`config.mk`:
```
export PLATFORM = sky130hd
export DESIGN_NAME = vfws_supervisor
export DESIGN_NICKNAME = d
export VERILOG_FILES = /design/src/rtl/vfws_pkg.sv /design/src/rtl/vfws_supervisor.sv
export SDC_FILE = /design/constraint.sdc
export NUM_CORES = 1
export LEC_CHECK = 0
export ABC_CLOCK_PERIOD_IN_PS = 6380
export BUFFER_PORTS_ARGS = -buffer_cell sky130_fd_sc_hd__buf_2
export CORE_AREA = 2 2 291 236
export DETAILED_ROUTE_END_ITERATION = 8
export DIE_AREA = 0 0 293 238
export PLACE_DENSITY = 0.53
export SLEW_MARGIN = 20
export SYNTH_ARGS = -nofsm -noshare
export SYNTH_HDL_FRONTEND = slang
export SYNTH_SLANG_ARGS = --single-unit
```
`constraint.sdc`:
```
create_clock -name sys_clk -period 6.38 [get_ports sys_clk]
set_input_delay 0 -clock sys_clk [delete_from_list [all_inputs] [get_ports sys_clk]]
set_output_delay 0 -clock sys_clk [all_outputs]
set_load 0.1 [all_outputs]
```
`src/rtl/vfws_pkg.sv`:
```
package vfws_pkg;

  // Command codes on the management port
  localparam logic [7:0] CMD_PAGE = 8'h00;
  localparam logic [7:0] CMD_CLEAR_FAULTS = 8'h03;
  localparam logic [7:0] CMD_OV_RESPONSE = 8'h56;
  localparam logic [7:0] CMD_OV_WARN_LIMIT = 8'h57;
  localparam logic [7:0] CMD_UV_WARN_LIMIT = 8'h58;
  localparam logic [7:0] CMD_STATUS_WORD = 8'h79;
  localparam logic [7:0] CMD_STATUS_INPUT = 8'h7C;

  // Reset values
  localparam logic [7:0] OV_RESPONSE_RST = 8'h80;
  localparam logic [15:0] OV_WARN_LIMIT_RST = 16'hD360;
  localparam logic [7:0] PAGE_RST = 8'h00;

  // Response register fields
  localparam int RESP_MODE_HI = 7;
  localparam int RESP_MODE_LO = 6;
  localparam int RESP_RETRY_HI = 5;
  localparam int RESP_RETRY_LO = 3;
  localparam logic [7:0] RESP_WR_MASK = 8'hF8;
  localparam logic [1:0] MODE_RETRY = 2'h2;
  localparam logic [1:0] MODE_WHILE = 2'h3;
  localparam logic [2:0] RETRY_NONE = 3'h0;
  localparam logic [2:0] RETRY_FOREVER = 3'h7;

  // Linear-11 fields
  localparam int LIN_EXP_HI = 15;
  localparam int LIN_EXP_LO = 11;
  localparam int LIN_SIGN = 10;
  localparam int LIN_MAG_HI = 9;
  localparam int LIN_MAG_W = 10;

  // Fixed-point voltage: unsigned, FIX_FRAC fractional bits
  localparam int FIX_W = 24;
  localparam logic signed [5:0] FIX_FRAC = 6'sh08;

  // Warning default scale: 1.03 approximated by 1055/1024
  localparam logic [10:0] UV_SCALE_NUM = 11'h41F;
  localparam int UV_SCALE_SHIFT = 10;

  // Status bit positions
  localparam int SW_NONE_OF_ABOVE = 0;
  localparam int SW_VIN_UV = 3;
  localparam int SW_INPUT = 13;
  localparam int SI_OV_FAULT = 7;
  localparam int SI_OV_WARN = 6;
  localparam int SI_UV_WARN = 5;
  localparam int SI_UV_FAULT = 4;

  // Retry spacing
  localparam longint CLK_PERIOD_NS = 10;
  localparam longint RETRY_TIME_NS = 70000000;
  localparam int RETRY_CYCLES_DEF = int'(RETRY_TIME_NS / CLK_PERIOD_NS);

  // Per-page fault handling states
  typedef enum logic [1:0] {
    ST_RUN,
    ST_LATCHED,
    ST_RETRY_WAIT,
    ST_OFF_WHILE
  } vfws_state_t;

  // Command from the protocol layer
  typedef struct packed {
    logic valid;
    logic write;
    logic [7:0] code;
    logic [15:0] wdata;
  } vfws_cmd_t;

  // Answer to a read or write
  typedef struct packed {
    logic valid;
    logic err;
    logic [15:0] rdata;
  } vfws_rsp_t;

endpackage

```
`src/rtl/vfws_supervisor.sv`:
```
`timescale 1ns/1ps
// Notes on behaviour
// - Response mode 10 disables output on fault, then retries only if retry field is 111.
// - Response mode 11 keeps output off only while the fault persists.
// - Overvoltage fault drives alert_out_n low; response modes 00 and 01 unused.
// - Fault status bits are sticky; only the clear-faults command clears them.
// - Retry field 000 keeps output off until the fault is cleared.
// - Retry field 111 restarts endlessly until commanded off, bias lost, other fault.
// - Successive restart attempts are spaced by one 70 ms retry time.
// - Response register is one byte, bits 2:0 unused, resets to 80h.
// - Overvoltage warning sets summary, input and warning bits and alerts host.
// - Undervoltage warning sets summary, input and warning bits and alerts host.
// - Undervoltage fault holds until input rises above the undervoltage warning limit.
// - Warning limits are two-byte Linear-11 values, mantissa times two to exponent.
// - Overvoltage warning limit resets to D360h, which is 13.5 V.
// - Undervoltage warning default is 1.03 times strapped fault limit, computed at startup.
// - Each setting has a copy per page, selected by the addressed page.
// - Overvoltage fault when measured input exceeds the overvoltage fault threshold.
module vfws_supervisor #(
  parameter int NUM_PAGES = 2,
  parameter int RETRY_CYCLES = vfws_pkg::RETRY_CYCLES_DEF
) (
  input wire logic sys_clk,
  input wire logic reset,
  input wire vfws_pkg::vfws_cmd_t cmd,
  output vfws_pkg::vfws_rsp_t rsp,
  input wire logic vin_sample_valid,
  input wire logic [vfws_pkg::FIX_W-1:0] vin_sample,
  input wire logic [15:0] ov_fault_limit,
  input wire logic [15:0] uv_fault_limit_strap,
  input wire logic control_pin,
  input wire logic bias_ok_pin,
  input wire logic [NUM_PAGES-1:0] operation_on,
  input wire logic [NUM_PAGES-1:0] other_fault,
  output logic [NUM_PAGES-1:0] output_enable,
  output logic alert_out_n
);
  import vfws_pkg::*;

  localparam int CNT_W = $clog2(RETRY_CYCLES + 1);
  localparam logic [CNT_W-1:0] RETRY_LAST = CNT_W'(RETRY_CYCLES - 1);

  ////////////////////////////////////////////////////////////////////////
  // Helpers

  // Linear-11 to unsigned fixed point; negative values read as zero
  function automatic logic [FIX_W-1:0] lin11_to_fix(input logic [15:0] v);
    logic signed [5:0] sh;
    logic [FIX_W-1:0] mag;
    logic [FIX_W-1:0] res;
    sh = signed'({v[LIN_EXP_HI], v[LIN_EXP_HI:LIN_EXP_LO]}) + FIX_FRAC;
    mag = {{(FIX_W-LIN_MAG_W){1'b0}}, v[LIN_MAG_HI:0]};
    if (v[LIN_SIGN]) begin
      res = '0;
    end else if (sh >= 0) begin
      res = mag << sh;
    end else begin
      res = mag >> 6'(-sh);
    end
    return res;
  endfunction

  // Page number to array index, out-of-range pages fold onto page 0
  function automatic int page_idx(input logic [7:0] pg);
    int idx;
    idx = 0;
    if (int'(pg) < NUM_PAGES) begin
      idx = int'(pg);
    end
    return idx;
  endfunction

  ////////////////////////////////////////////////////////////////////////
  // Pin synchronisers

  logic ctrl_meta_q;
  logic ctrl_sync_q;
  logic bias_meta_q;
  logic bias_sync_q;

  // Two flops on each asynchronous pin
  always_ff @(posedge sys_clk) begin
    if (reset) begin
      ctrl_meta_q <= 1'b0;
      ctrl_sync_q <= 1'b0;
      bias_meta_q <= 1'b0;
      bias_sync_q <= 1'b0;
    end else begin
      ctrl_meta_q <= control_pin;
      ctrl_sync_q <= ctrl_meta_q;
      bias_meta_q <= bias_ok_pin;
      bias_sync_q <= bias_meta_q;
    end
  end

  ////////////////////////////////////////////////////////////////////////
  // Command decode and paged configuration

  logic [7:0] page_q;
  logic [7:0] resp_q [NUM_PAGES];
  logic [15:0] ovw_q [NUM_PAGES];
  logic [15:0] uvw_q [NUM_PAGES];
  logic uvw_pending_q;
  logic [15:0] uvw_default;
  logic [20:0] uv_prod;
  logic [15:0] status_word [NUM_PAGES];
  logic [7:0] status_input [NUM_PAGES];
  logic wr_en;
  logic clear_en;
  int cur;

  assign cur = page_idx(page_q);
  assign wr_en = cmd.valid && cmd.write;
  assign clear_en = wr_en && (cmd.code == CMD_CLEAR_FAULTS);

  // Default warning limit is 1.03 x strap, keeping the exponent unless the mantissa overflows
  assign uv_prod = 21'(uv_fault_limit_strap[LIN_MAG_HI:0]) * 21'(UV_SCALE_NUM);
  always_comb begin
    uvw_default = uv_fault_limit_strap;
    uvw_default[LIN_MAG_HI:0] = uv_prod[UV_SCALE_SHIFT +: LIN_MAG_W];
    if (uv_prod[UV_SCALE_SHIFT+LIN_MAG_W] != 1'b0) begin
      // Mantissa overflow: halve it and bump the exponent
      uvw_default[LIN_MAG_HI:0] = uv_prod[UV_SCALE_SHIFT+1 +: LIN_MAG_W];
      uvw_default[LIN_EXP_HI:LIN_EXP_LO] = uv_fault_limit_strap[LIN_EXP_HI:LIN_EXP_LO] + 5'h01;
    end
  end

  // Page pointer
  always_ff @(posedge sys_clk) begin
    if (reset) begin
      page_q <= PAGE_RST;
    end else if (wr_en && cmd.code == CMD_PAGE) begin
      page_q <= cmd.wdata[7:0];
    end
  end

  // Strap is taken on the first edge after reset release
  always_ff @(posedge sys_clk) begin
    if (reset) begin
      uvw_pending_q <= 1'b1;
    end else begin
      uvw_pending_q <= 1'b0;
    end
  end

  // Per-page settings, written only for the addressed page
  always_ff @(posedge sys_clk) begin
    for (int p = 0; p < NUM_PAGES; p++) begin
      if (reset) begin
        resp_q[p] <= OV_RESPONSE_RST;
        ovw_q[p] <= OV_WARN_LIMIT_RST;
        uvw_q[p] <= '0;
      end else if (uvw_pending_q) begin
        uvw_q[p] <= uvw_default;
      end else if (wr_en && p == cur) begin
        if (cmd.code == CMD_OV_RESPONSE) begin
          resp_q[p] <= cmd.wdata[7:0] & RESP_WR_MASK;
        end
        if (cmd.code == CMD_OV_WARN_LIMIT) begin
          ovw_q[p] <= cmd.wdata;
        end
        if (cmd.code == CMD_UV_WARN_LIMIT) begin
          uvw_q[p] <= cmd.wdata;
        end
      end
    end
  end

  // Answers: one cycle after the command, unknown codes flagged
  always_ff @(posedge sys_clk) begin
    if (reset) begin
      rsp <= '0;
    end else begin
      rsp.valid <= cmd.valid;
      rsp.err <= 1'b0;
      rsp.rdata <= '0;
      if (cmd.valid) begin
        case (cmd.code)
          CMD_PAGE: rsp.rdata <= {8'h00, page_q};
          CMD_CLEAR_FAULTS: rsp.err <= !cmd.write;
          CMD_OV_RESPONSE: rsp.rdata <= {8'h00, resp_q[cur]};
          CMD_OV_WARN_LIMIT: rsp.rdata <= ovw_q[cur];
          CMD_UV_WARN_LIMIT: rsp.rdata <= uvw_q[cur];
          CMD_STATUS_WORD: begin
            rsp.rdata <= status_word[cur];
            rsp.err <= cmd.write;
          end
          CMD_STATUS_INPUT: begin
            rsp.rdata <= {8'h00, status_input[cur]};
            rsp.err <= cmd.write;
          end
          default: rsp.err <= 1'b1;
        endcase
        // Writes answer with zero data, reads keep theirs
        if (cmd.write) begin
          rsp.rdata <= '0;
        end
      end
    end
  end

  ////////////////////////////////////////////////////////////////////////
  // Per-page detection, status and fault response

  logic [FIX_W-1:0] ov_fault_thr;
  logic [FIX_W-1:0] uv_fault_thr;

  assign ov_fault_thr = lin11_to_fix(ov_fault_limit);
  assign uv_fault_thr = lin11_to_fix(uv_fault_limit_strap);

  logic [NUM_PAGES-1:0] page_alert;

  genvar g;
  generate
    for (g = 0; g < NUM_PAGES; g++) begin : g_page
      vfws_state_t state_q;
      logic [CNT_W-1:0] retry_cnt_q;
      logic ov_fault;
      logic ov_warn;
      logic uv_warn;
      logic uv_below;
      logic uv_above_warn;
      logic uv_fault_q;
      logic st_ov_fault_q;
      logic st_ov_warn_q;
      logic st_uv_warn_q;
      logic st_uv_fault_q;
      logic clr;
      logic stop_retry;
      logic [1:0] mode;
      logic [2:0] retry;

      assign mode = resp_q[g][RESP_MODE_HI:RESP_MODE_LO];
      assign retry = resp_q[g][RESP_RETRY_HI:RESP_RETRY_LO];
      assign clr = clear_en && (cur == g);

      // Compare each fresh sample against the shared fault limits and this page's warning limits
      assign ov_fault = vin_sample_valid && (vin_sample > ov_fault_thr);
      assign ov_warn = vin_sample_valid && (vin_sample > lin11_to_fix(ovw_q[g]));
      assign uv_warn = vin_sample_valid && (vin_sample < lin11_to_fix(uvw_q[g]));
      assign uv_below = vin_sample_valid && (vin_sample < uv_fault_thr);
      assign uv_above_warn = vin_sample_valid && (vin_sample > lin11_to_fix(uvw_q[g]));
      assign stop_retry = !ctrl_sync_q || !operation_on[g] || !bias_sync_q || other_fault[g];

      // Undervoltage fault condition with warning-limit hysteresis
      always_ff @(posedge sys_clk) begin
        if (reset) begin
          uv_fault_q <= 1'b0;
        end else if (uv_below) begin
          uv_fault_q <= 1'b1;
        end else if (uv_above_warn) begin
          uv_fault_q <= 1'b0;
        end
      end

      // Sticky status bits; a new event beats a clear in the same cycle
      always_ff @(posedge sys_clk) begin
        if (reset) begin
          st_ov_fault_q <= 1'b0;
          st_ov_warn_q <= 1'b0;
          st_uv_warn_q <= 1'b0;
          st_uv_fault_q <= 1'b0;
        end else begin
          st_ov_fault_q <= ov_fault || (st_ov_fault_q && !clr);
          st_ov_warn_q <= ov_warn || (st_ov_warn_q && !clr);
          st_uv_warn_q <= uv_warn || (st_uv_warn_q && !clr);
          st_uv_fault_q <= uv_fault_q || (st_uv_fault_q && !clr);
        end
      end

      // Status views: summary and input bits follow any input event
      always_comb begin
        status_input[g] = '0;
        status_input[g][SI_OV_FAULT] = st_ov_fault_q;
        status_input[g][SI_OV_WARN] = st_ov_warn_q;
        status_input[g][SI_UV_WARN] = st_uv_warn_q;
        status_input[g][SI_UV_FAULT] = st_uv_fault_q;
        status_word[g] = '0;
        status_word[g][SW_INPUT] = |status_input[g];
        status_word[g][SW_NONE_OF_ABOVE] = |status_input[g];
        status_word[g][SW_VIN_UV] = st_uv_fault_q;
      end
      assign page_alert[g] = |status_input[g];

      // Fault response state machine
      always_ff @(posedge sys_clk) begin
        if (reset) begin
          state_q <= ST_RUN;
        end else begin
          case (state_q)
            ST_RUN: begin
              if (ov_fault) begin
                if (mode == MODE_WHILE) begin
                  state_q <= ST_OFF_WHILE;
                end else if (mode == MODE_RETRY && retry == RETRY_FOREVER) begin
                  state_q <= ST_RETRY_WAIT;
                end else begin
                  // Unused codes act as shutdown without retry
                  state_q <= ST_LATCHED;
                end
              end
            end
            ST_LATCHED: begin
              if (clr) begin
                state_q <= ST_RUN;
              end
            end
            ST_RETRY_WAIT: begin
              if (stop_retry) begin
                state_q <= ST_LATCHED;
              end else if (retry_cnt_q == RETRY_LAST) begin
                state_q <= ST_RUN;
              end
            end
            ST_OFF_WHILE: begin
              if (vin_sample_valid && !(vin_sample > ov_fault_thr)) begin
                state_q <= ST_RUN;
              end
            end
            default: state_q <= ST_RUN;
          endcase
        end
      end

      // Retry spacing counter
      always_ff @(posedge sys_clk) begin
        if (reset) begin
          retry_cnt_q <= '0;
        end else if (state_q == ST_RETRY_WAIT && retry_cnt_q != RETRY_LAST) begin
          retry_cnt_q <= retry_cnt_q + 1'b1;
        end else begin
          retry_cnt_q <= '0;
        end
      end

      // Output enable, registered
      always_ff @(posedge sys_clk) begin
        if (reset) begin
          output_enable[g] <= 1'b0;
        end else begin
          output_enable[g] <= (state_q == ST_RUN) && !ov_fault && !stop_retry;
        end
      end
    end
  endgenerate

  ////////////////////////////////////////////////////////////////////////
  // Alert line: low while any page holds a status bit

  always_ff @(posedge sys_clk) begin
    if (reset) begin
      alert_out_n <= 1'b1;
    end else begin
      alert_out_n <= !(|page_alert);
    end
  end

endmodule

```
==> key figures, run 1 <==
Floorplanning
  – Top Ports: 112
  – Die extent in y: 238 microns
  – Row cnt: 85
  – Die boundary width: 293 microns
  – Core outline area: 0.0667 sq mm
  – Die area: 0.0697 sq mm
  – Initial Utilization: 29.8%

Place
  – IO buf count: 111
  – GP Congestion: 0.942
  – DP Wirelength: 55,900 microns
  – Area of placed instances: 0.0211 sq mm

Cells and area
  – Final instance area: 0.0219 sq mm
  – Ant diodes: 0
  – Layout cell share with drive strength beyond 1: 10.2%
  – Nets: 2,916
  – Layout area overhead: 10.5%

Synth
  – Yosys top cell area share: 14.3%
  – Synth cell types: 86
  – Mapped Area: 0.0198 sq mm
  – Mapped Cells: 2,536
  – Flops & latches, synth: 168
  – Top_reg_cell synth: dfxtp_1
  – Sequential share of the synthesized area: 20.7%
  – Async set or reset register ratio after synthesis: 0%
  – Area leader, netlist: ha_1
  – Warnings from Yosys: 0
  – Dominant cells by area after synthesis: ha_1 14%, edfxtp_1 11%, dfxtp_1 9.5%
  – Post-synth EDFFs: 74
  – Syn nets: 2,871
  – Synthesized area per cell: 7.82 sq um

Timing
  – Min Tclk post-route: 4.95 ns
  – Slew HR: 34.2%
  – RSZ-0062 raised after global routing: no
  – Setup_tns: 0 ns
  – Final setup vio count: 0
  – Clock Skew: 0.0158 ns
  – Final worst-path cycle share: 77.6%
  – Fmax: 202 MHz
  – Slew @ Worst Pin: 0.985 ns
  – Endpoints failing hold: 0
  – Slew Viols, Final: 0

Global route
  – Largest net degree at the start of global routing: 43
  – Total congestion overflow: 0
  – First-pass GRT wire length: 109,000 microns
  – Total GRT Usage: 19.9%
  – Vias in the first global route: 18,400
  – Antenna violations before repair: 0

Route
  – Antenna viol nets, final: 0
  – DRT iter0 DRCs: 2,070
  – Vias per inst: 5.67
  – Number of remaining DRC errors: 0
  – Detailed Routing Iterations Pass 1: 6
  – Routed WL per cell: 20.5 microns
  – Vias: 19,600
  – Final wirelength: 71,000 microns

Clock network
  – CTS buffer count: 17
  – Clk buf depth: 2
  – CTS root buffer: clkbuf_16
  – Clock Latency Late Sink: 0.45 ns
  – Clk slew on worst S/H paths: 0.08 ns
  – CTS tree: done
  – Post-CTS sizing: 0
  – Cts hold-fix bufs: 25
  – # Post-CTS Setup Buffers: 0
  – CTS sink cnt: 168
  – H-Tree Depth: 4

Run status
  – Status: complete, no violations

Power and ir drop
  – Clock power share: 24.8%
  – Share of total power in combinational logic: 42.3%
  – Int Power: 2400 uW
  – Sw frac: 41.0%
  – Power density cells: 186 mW/mm^2
  – Net Switching: 1670 uW
  – Seq pwr share: 32.9%
  – Leakage: 0.00858 uW
  – VDD IR max: 0.195 mV

Critical path
  – Startpoint Class: flop
  – Worst endpoint data arrival time: 5.29 ns
  – CP endpoint kind: flop
  – CP Max Fanout: 20
  – Crit Path Category: flop to flop
  – Req. time, crit path: 6.73 ns

Worst hold path
  – Worst Hold Class: input pin to flop

Run
  – Max-cap violations: 0
## flip-flops by register name (all words and copies together) (netlist names), 4 cells and up
register,cells
g_page.retry_cnt_q,46
g_page.state_q,4
ovw_q,32
page_q,8
resp_q,10
rsp,18
uvw_q,32
## worst paths after layout
kind,to,from,cells past startpoint,slack (ns)
worst max-delay path,g_page[1].uv_fault_q,uvw_q[1][14],14,1.43
worst min-delay path,rsp[13],cmd[21],5,0.08
worst max register to register,g_page[1].uv_fault_q,uvw_q[1][14],14,1.43
worst min register to register,ctrl_sync_q,ctrl_meta_q,1,0.44
## metrics by stage
step | power, uW | worst slack [ns] | cells | hold slack, ns | utilization, %
after global placement | 3020 | 1.22 | 3407 | 0.208 | 31.7
after global routing | 4340 | 1.19 | 3464 | 0.0641 | 32.9
final | 4070 | 1.43 | 3464 | 0.0755 | 32.9
after detailed placement | 3050 | 1.16 | 3407 | 0.217 | 31.7
after CTS | 4070 | 1.58 | 3464 | 0.0506 | 32.9
after floorplan | 2520 | 2.05 | 2536 | 0.0277 | -
## cells by family (layout without fill, tap and decap cells)
kind of cell	Yosys count	in the layout	synth area share [%]
simple gates	1030	1030	25.0
mux	173	173	10.5
xor+xnor	73	73	3.22
buf+inv	239	297	4.67
fa+ha+maj	244	244	16.1
compound gates	609	609	19.8
flops	168	168	20.7
## synth_stat cells (11+ instances only)
cell type,number
and3_1,22
o21ai_0,107
nand2b_1,67
and2_1,35
clkbuf_1,100
a21o_1,47
nor2_1,216
a32oi_1,11
a21oi_1,165
o22ai_1,81
or2_2,21
nand2_1,357
buf_1,11
mux2_2,40
a221oi_1,11
a22o_1,12
nor3b_1,12
o211ai_1,22
edfxtp_1,74
nor2b_1,47
mux2i_1,109
nand3_1,71
nor3_1,63
xor2_1,25
xnor2_1,48
nand4_1,46
a31oi_1,23
dfxtp_1,94
fa_1,18
or3_1,23
inv_1,102
buf_2,17
o21a_1,15
nor4_1,14
a221o_1,11
ha_1,226
a211oi_1,30
mux4_2,24
## power groups by stage
stage,combinational (uW),clock [uW],sequential [uW]
after global routing,1940,1070,1340
after CTS,1720,1020,1330
after floorplan,1250,0,1270
final,1720,1010,1340
after detailed placement,1690,0,1360
after global placement,1670,0,1350
## cell usage in the layout, fill, tap and decap left out, types with 22 or more instances in the layout
cell / n
nand2b_1: 67
buf_2: 111
nor2b_1: 47
and3_1: 22
nor3_1: 63
a21o_1: 47
a21oi_1: 165
nand4_1: 46
nand2_1: 357
nand3_1: 71
a211oi_1: 30
dlygate4sd3_1: 25
a31oi_1: 23
dfxtp_1: 94
xor2_1: 25
xnor2_1: 48
ha_1: 226
mux4_2: 24
o22ai_1: 81
edfxtp_1: 74
mux2i_1: 109
and2_1: 35
mux2_2: 40
o211ai_1: 22
or3_1: 23
nor2_1: 216
o21ai_0: 106
inv_1: 102
## area by class of cell
type                            instances  area [sq um]
Timing Repair Buffer                  155           948
Inverter                              110           413
Clock inverter                         15           126
Tap cell                              870          1090
Multi-Input combinational cell       2129         14800
Sequential cell                       168          4100
Fill cell                            7001         44800
Clock buffer                           17           425
## critical path, cell delays in order (launching register included)
cell	delay, ns
edfxtp_1	0.82
inv_1	0.32
ha_1	0.58
nand2b_1	0.37
a31oi_1	0.17
nor4_1	0.33
a32oi_1	0.15
or2_2	0.31
ha_1	0.29
nand4_1	0.12
nor4_1	0.42
nand2_1	0.15
or3_1	0.43
a21oi_1	0.29
o21bai_1	0.09
## layer usage
layer | track usage [%] | routed length, microns | up-vias
met4 | 4.21 | 1210 | 0
met2 | 31.8 | 31800 | 687
met1 | 28.8 | 33700 | 9478
li1 | - | - | 9378
met5 | 0 | 0 | -
met3 | 2.11 | 4340 | 83
(Power assumes the default switching activity.)
==> inputs of run 2 (changes only) <==
--- a/config.mk
+++ b/config.mk
@@ -5,12 +5,13 @@
 export SDC_FILE = /design/constraint.sdc
 export NUM_CORES = 1
 export LEC_CHECK = 0
-export ABC_CLOCK_PERIOD_IN_PS = 6380
+export ABC_AREA = 1
+export ABC_CLOCK_PERIOD_IN_PS = 4240
 export BUFFER_PORTS_ARGS = -buffer_cell sky130_fd_sc_hd__buf_2
-export CORE_AREA = 2 2 291 236
+export CORE_AREA = 2 2 290 234
 export DETAILED_ROUTE_END_ITERATION = 8
-export DIE_AREA = 0 0 293 238
-export PLACE_DENSITY = 0.53
+export DIE_AREA = 0 0 292 236
+export PLACE_DENSITY = 0.54
 export SLEW_MARGIN = 20
 export SYNTH_ARGS = -nofsm -noshare
 export SYNTH_HDL_FRONTEND = slang
==> constraint.sdc (replaced) <==
create_clock -name sys_clk -period 4.24 [get_ports sys_clk]
set_input_delay 0 -clock sys_clk [delete_from_list [all_inputs] [get_ports sys_clk]]
set_output_delay 0 -clock sys_clk [all_outputs]
set_load 0.1 [all_outputs]
==> run 2 against run 1 <==
Against the previous run:
- the run now ends with DRC, hold timing left
- critical path depth is 9 higher
- clock power increased by 46%
- clock skew up 0.00077 ns
- largest cell class unchanged
- highest routed layer unchanged
==> key figures, run 2 <==
Synth
  – Mapped Cells: 3,004
  – Synth cell count leaders: 627 x nand2_1, 365 x inv_1, 337 x o21ai_0, 262 x nor2_1, 251 x a21oi_1
  – Synthesized area per cell: 6.54 sq um
  – Mapped Area: 0.0196 sq mm
  – Post-synth EDFFs: 74
  – Flops & latches, synth: 168
  – Sequential share of the synthesized area: 20.9%
  – Async set or reset register ratio after synthesis: 0%
  – Dominant cells by area after synthesis: ha_1 14%, nand2_1 12%, edfxtp_1 11%
  – Warnings from Yosys: 0
  – Top_reg_cell synth: dfxtp_1
  – Yosys top cell area share: 14.4%
  – Syn nets: 3,339
  – Synth cell types: 76
  – Count leader, synth: nand2_1
  – Area leader, netlist: ha_1

Floorplanning
  – Top Ports: 112
  – Die area: 0.0689 sq mm
  – Die boundary width: 292 microns
  – Core outline area: 0.0665 sq mm
  – Row cnt: 85
  – Initial Utilization: 29.5%
  – Die extent in y: 236 microns

Global route
  – Busiest grt layer: met2
  – Met3 Use GR: 2.85%
  – M2 GR Usage: 30.6%
  – Total GRT Usage: 20.2%
  – Antenna violations before repair: 1
  – Total congestion overflow: 0
  – Largest net degree at the start of global routing: 41
  – First-pass GRT wire length: 109,000 microns
  – Routing usage on met1: 29.5%
  – Vias in the first global route: 18,800

Route
  – Number of remaining DRC errors: 1
  – Routed WL per cell: 17.8 microns
  – DRT iter0 DRCs: 1,887
  – Vias per inst: 5.20
  – Final wirelength: 71,200 microns
  – Antenna viol nets, final: 0
  – Vias: 20,900
  – Detailed Routing Iterations Pass 1: 9

Place
  – Area of placed instances: 0.0215 sq mm
  – IO buf count: 111
  – DP Wirelength: 57,400 microns
  – GP Congestion: 0.947

Clock network
  – Clk buf depth: 2
  – Clk slew on worst S/H paths: 0.07 ns
  – CTS tree: done
  – Clock Latency Late Sink: 0.45 ns
  – CTS buffer count: 17
  – H-Tree Depth: 4
  – CTS sink cnt: 168
  – CTS root buffer: clkbuf_16

Worst hold path
  – Worst Hold Class: input pin to flop
  – Hold depth: 3

Timing
  – Endpoints failing hold: 1
  – Setup_tns: 0 ns
  – Slew @ Worst Pin: 0.820 ns
  – Final worst-path cycle share: 96.3%
  – Final setup vio count: 0
  – WHS: -0.00272 ns
  – Slew HR: 45.2%
  – Fmax: 245 MHz
  – Clock Skew: 0.0166 ns
  – Min Tclk post-route: 4.08 ns
  – Slew Viols, Final: 0

Cells and area
  – Top reg by flops: g_page.retry_cnt_q
  – Leading registers by flop count: g_page.retry_cnt_q: 46 flops, ovw_q: 32 flops, uvw_q: 32 flops
  – Nets: 3,460
  – Most common cell after layout, fill and taps aside: nand2_1
  – Most frequent cells in the layout: 626 x nand2_1, 364 x inv_1, 335 x o21ai_0
  – Ant diodes: 0
  – Max reg flops: 46
  – Layout area overhead: 13.0%
  – Layout cell share with drive strength beyond 1: 10.3%
  – Final instance area: 0.0222 sq mm

Power and ir drop
  – VDD IR max: 0.299 mV
  – Power density cells: 282 mW/mm^2
  – Leakage: 0.00966 uW
  – Total design power: 6270 uW

Critical path
  – Crit Path Category: input pin to flop
  – Worst endpoint data arrival time: 4.25 ns
  – CP endpoint kind: flop
  – Startpoint Class: input pin
  – Req. time, crit path: 4.41 ns
  – CP Max Fanout: 7
  – FF-to-FF path depth: 17

Run status
  – Status: complete, but fails checks
  – Failing checks: DRC, hold timing

Run
  – Max-cap violations: 0
-- run 2: cell types whose count changed in the layout (fill, tap and decap cells not counted), moves of 43 or more --
cell / previous run / this run
nand2_1: 357 / 626
inv_1: 102 / 364
o21ai_0: 106 / 335
mux2i_1: 109 / 8
nand3_1: 71 / 171
a21oi_1: 165 / 249
nand2b_1: 67 / 0
o22ai_1: 81 / 15
buf_4: 19 / 84
nor2b_1: 47 / 0
nor2_1: 216 / 262
a21o_1: 47 / 4
-- run 2: critical path, stage by stage --
cell and delay [ns]:
buf_2 0.11, fa_1 0.58, inv_2 0.07, fa_1 0.48, inv_1 0.06, fa_1 0.48, ha_1 0.29, inv_1 0.05
fa_1 0.51, inv_1 0.07, ha_4 0.16, a21o_1 0.18, a31oi_1 0.19, nand3_2 0.12, a21oi_2 0.17, inv_1 0.05
nand2_1 0.11, o21ai_4 0.13, buf_6 0.15, nand2_1 0.07, o21bai_1 0.06, nand3_1 0.09, o21ai_0 0.08
-- run 2: area by class of cell --
| type | count | area (sq um) |
|---|---|---|
| fill | 7303 | 44300 |
| multi-input combinational | 2343 | 13700 |
| sequential | 168 | 4100 |
| inverter | 389 | 1470 |
| timing repair buffer | 206 | 1300 |
| tap | 870 | 1090 |
| clock buffer | 17 | 425 |
| clock inverter | 15 | 120 |
-- run 2: path summary, 6_finish.rpt --
kind | slack (ns) | to | startpoint
setup / recovery | 0.16 | uvw_q[1][15] | uv_fault_limit_strap[9]
hold / removal | -0.003 | page_q[0] | cmd[0]
setup reg to reg | 0.29 | g_page[0].st_uv_warn_q | uvw_q[0][12]
hold reg to reg | 0.41 | bias_sync_q | bias_meta_q
-- run 2: stage by stage --
| stage | utilization [%] | instances | setup WS, ns | hold WS (ns) |
|---|---|---|---|---|
| 6_report | 33.4 | 4008 | 0.159 | -0.00272 |
| 5_1_grt | 33.4 | 4008 | -0.0696 | 0.0452 |
| 4_1_cts | 33.2 | 4005 | 0.0939 | 0.00506 |
| 3_5_place_dp | 32.3 | 3964 | -0.356 | 0.206 |
| 3_3_place_gp | 32.3 | 3964 | -0.336 | 0.202 |
| 2_1_floorplan | - | 3004 | 0.0252 | 0.0277 |
-- run 2: cells by family (layout without fill, tap and decap cells) --
family	after synthesis	count (layout)	share of synthesized area [%]
multiplexers	8	8	0.408
AO/OA/AOI/OAI	779	779	22.3
adder cells (fa/ha/maj)	244	244	16.2
buffers and inverters	493	627	9.71
flip-flops	168	168	20.9
AND/OR/NAND/NOR	1280	1280	29.0
XOR/XNOR	32	32	1.47
-- run 2: power by group --
part / total, uW / switching (uW) / internal, uW
Clock: 1470 / 711 / 759
Sequential: 1930 / 127 / 1810
Combinational: 2860 / 1750 / 1120
Total: 6270 / 2580 / 3680
-- run 2: metal layers --
layer / vias to the layer above / wire length (microns)
li1: 10600 / -
met1: 9483 / 33900
met2: 740 / 30200
met3: 86 / 5040
met4: 0 / 2050
met5: - / 0
-- run 2: what timing repair did --
item                                    in CTS  in global routing
setup buffers                                0                  3
endpoints found under the setup margin       0                 30
hold endpoints to repair                     9                  0
hold buffers                                 9                  0
gates resized for setup                      0                 17
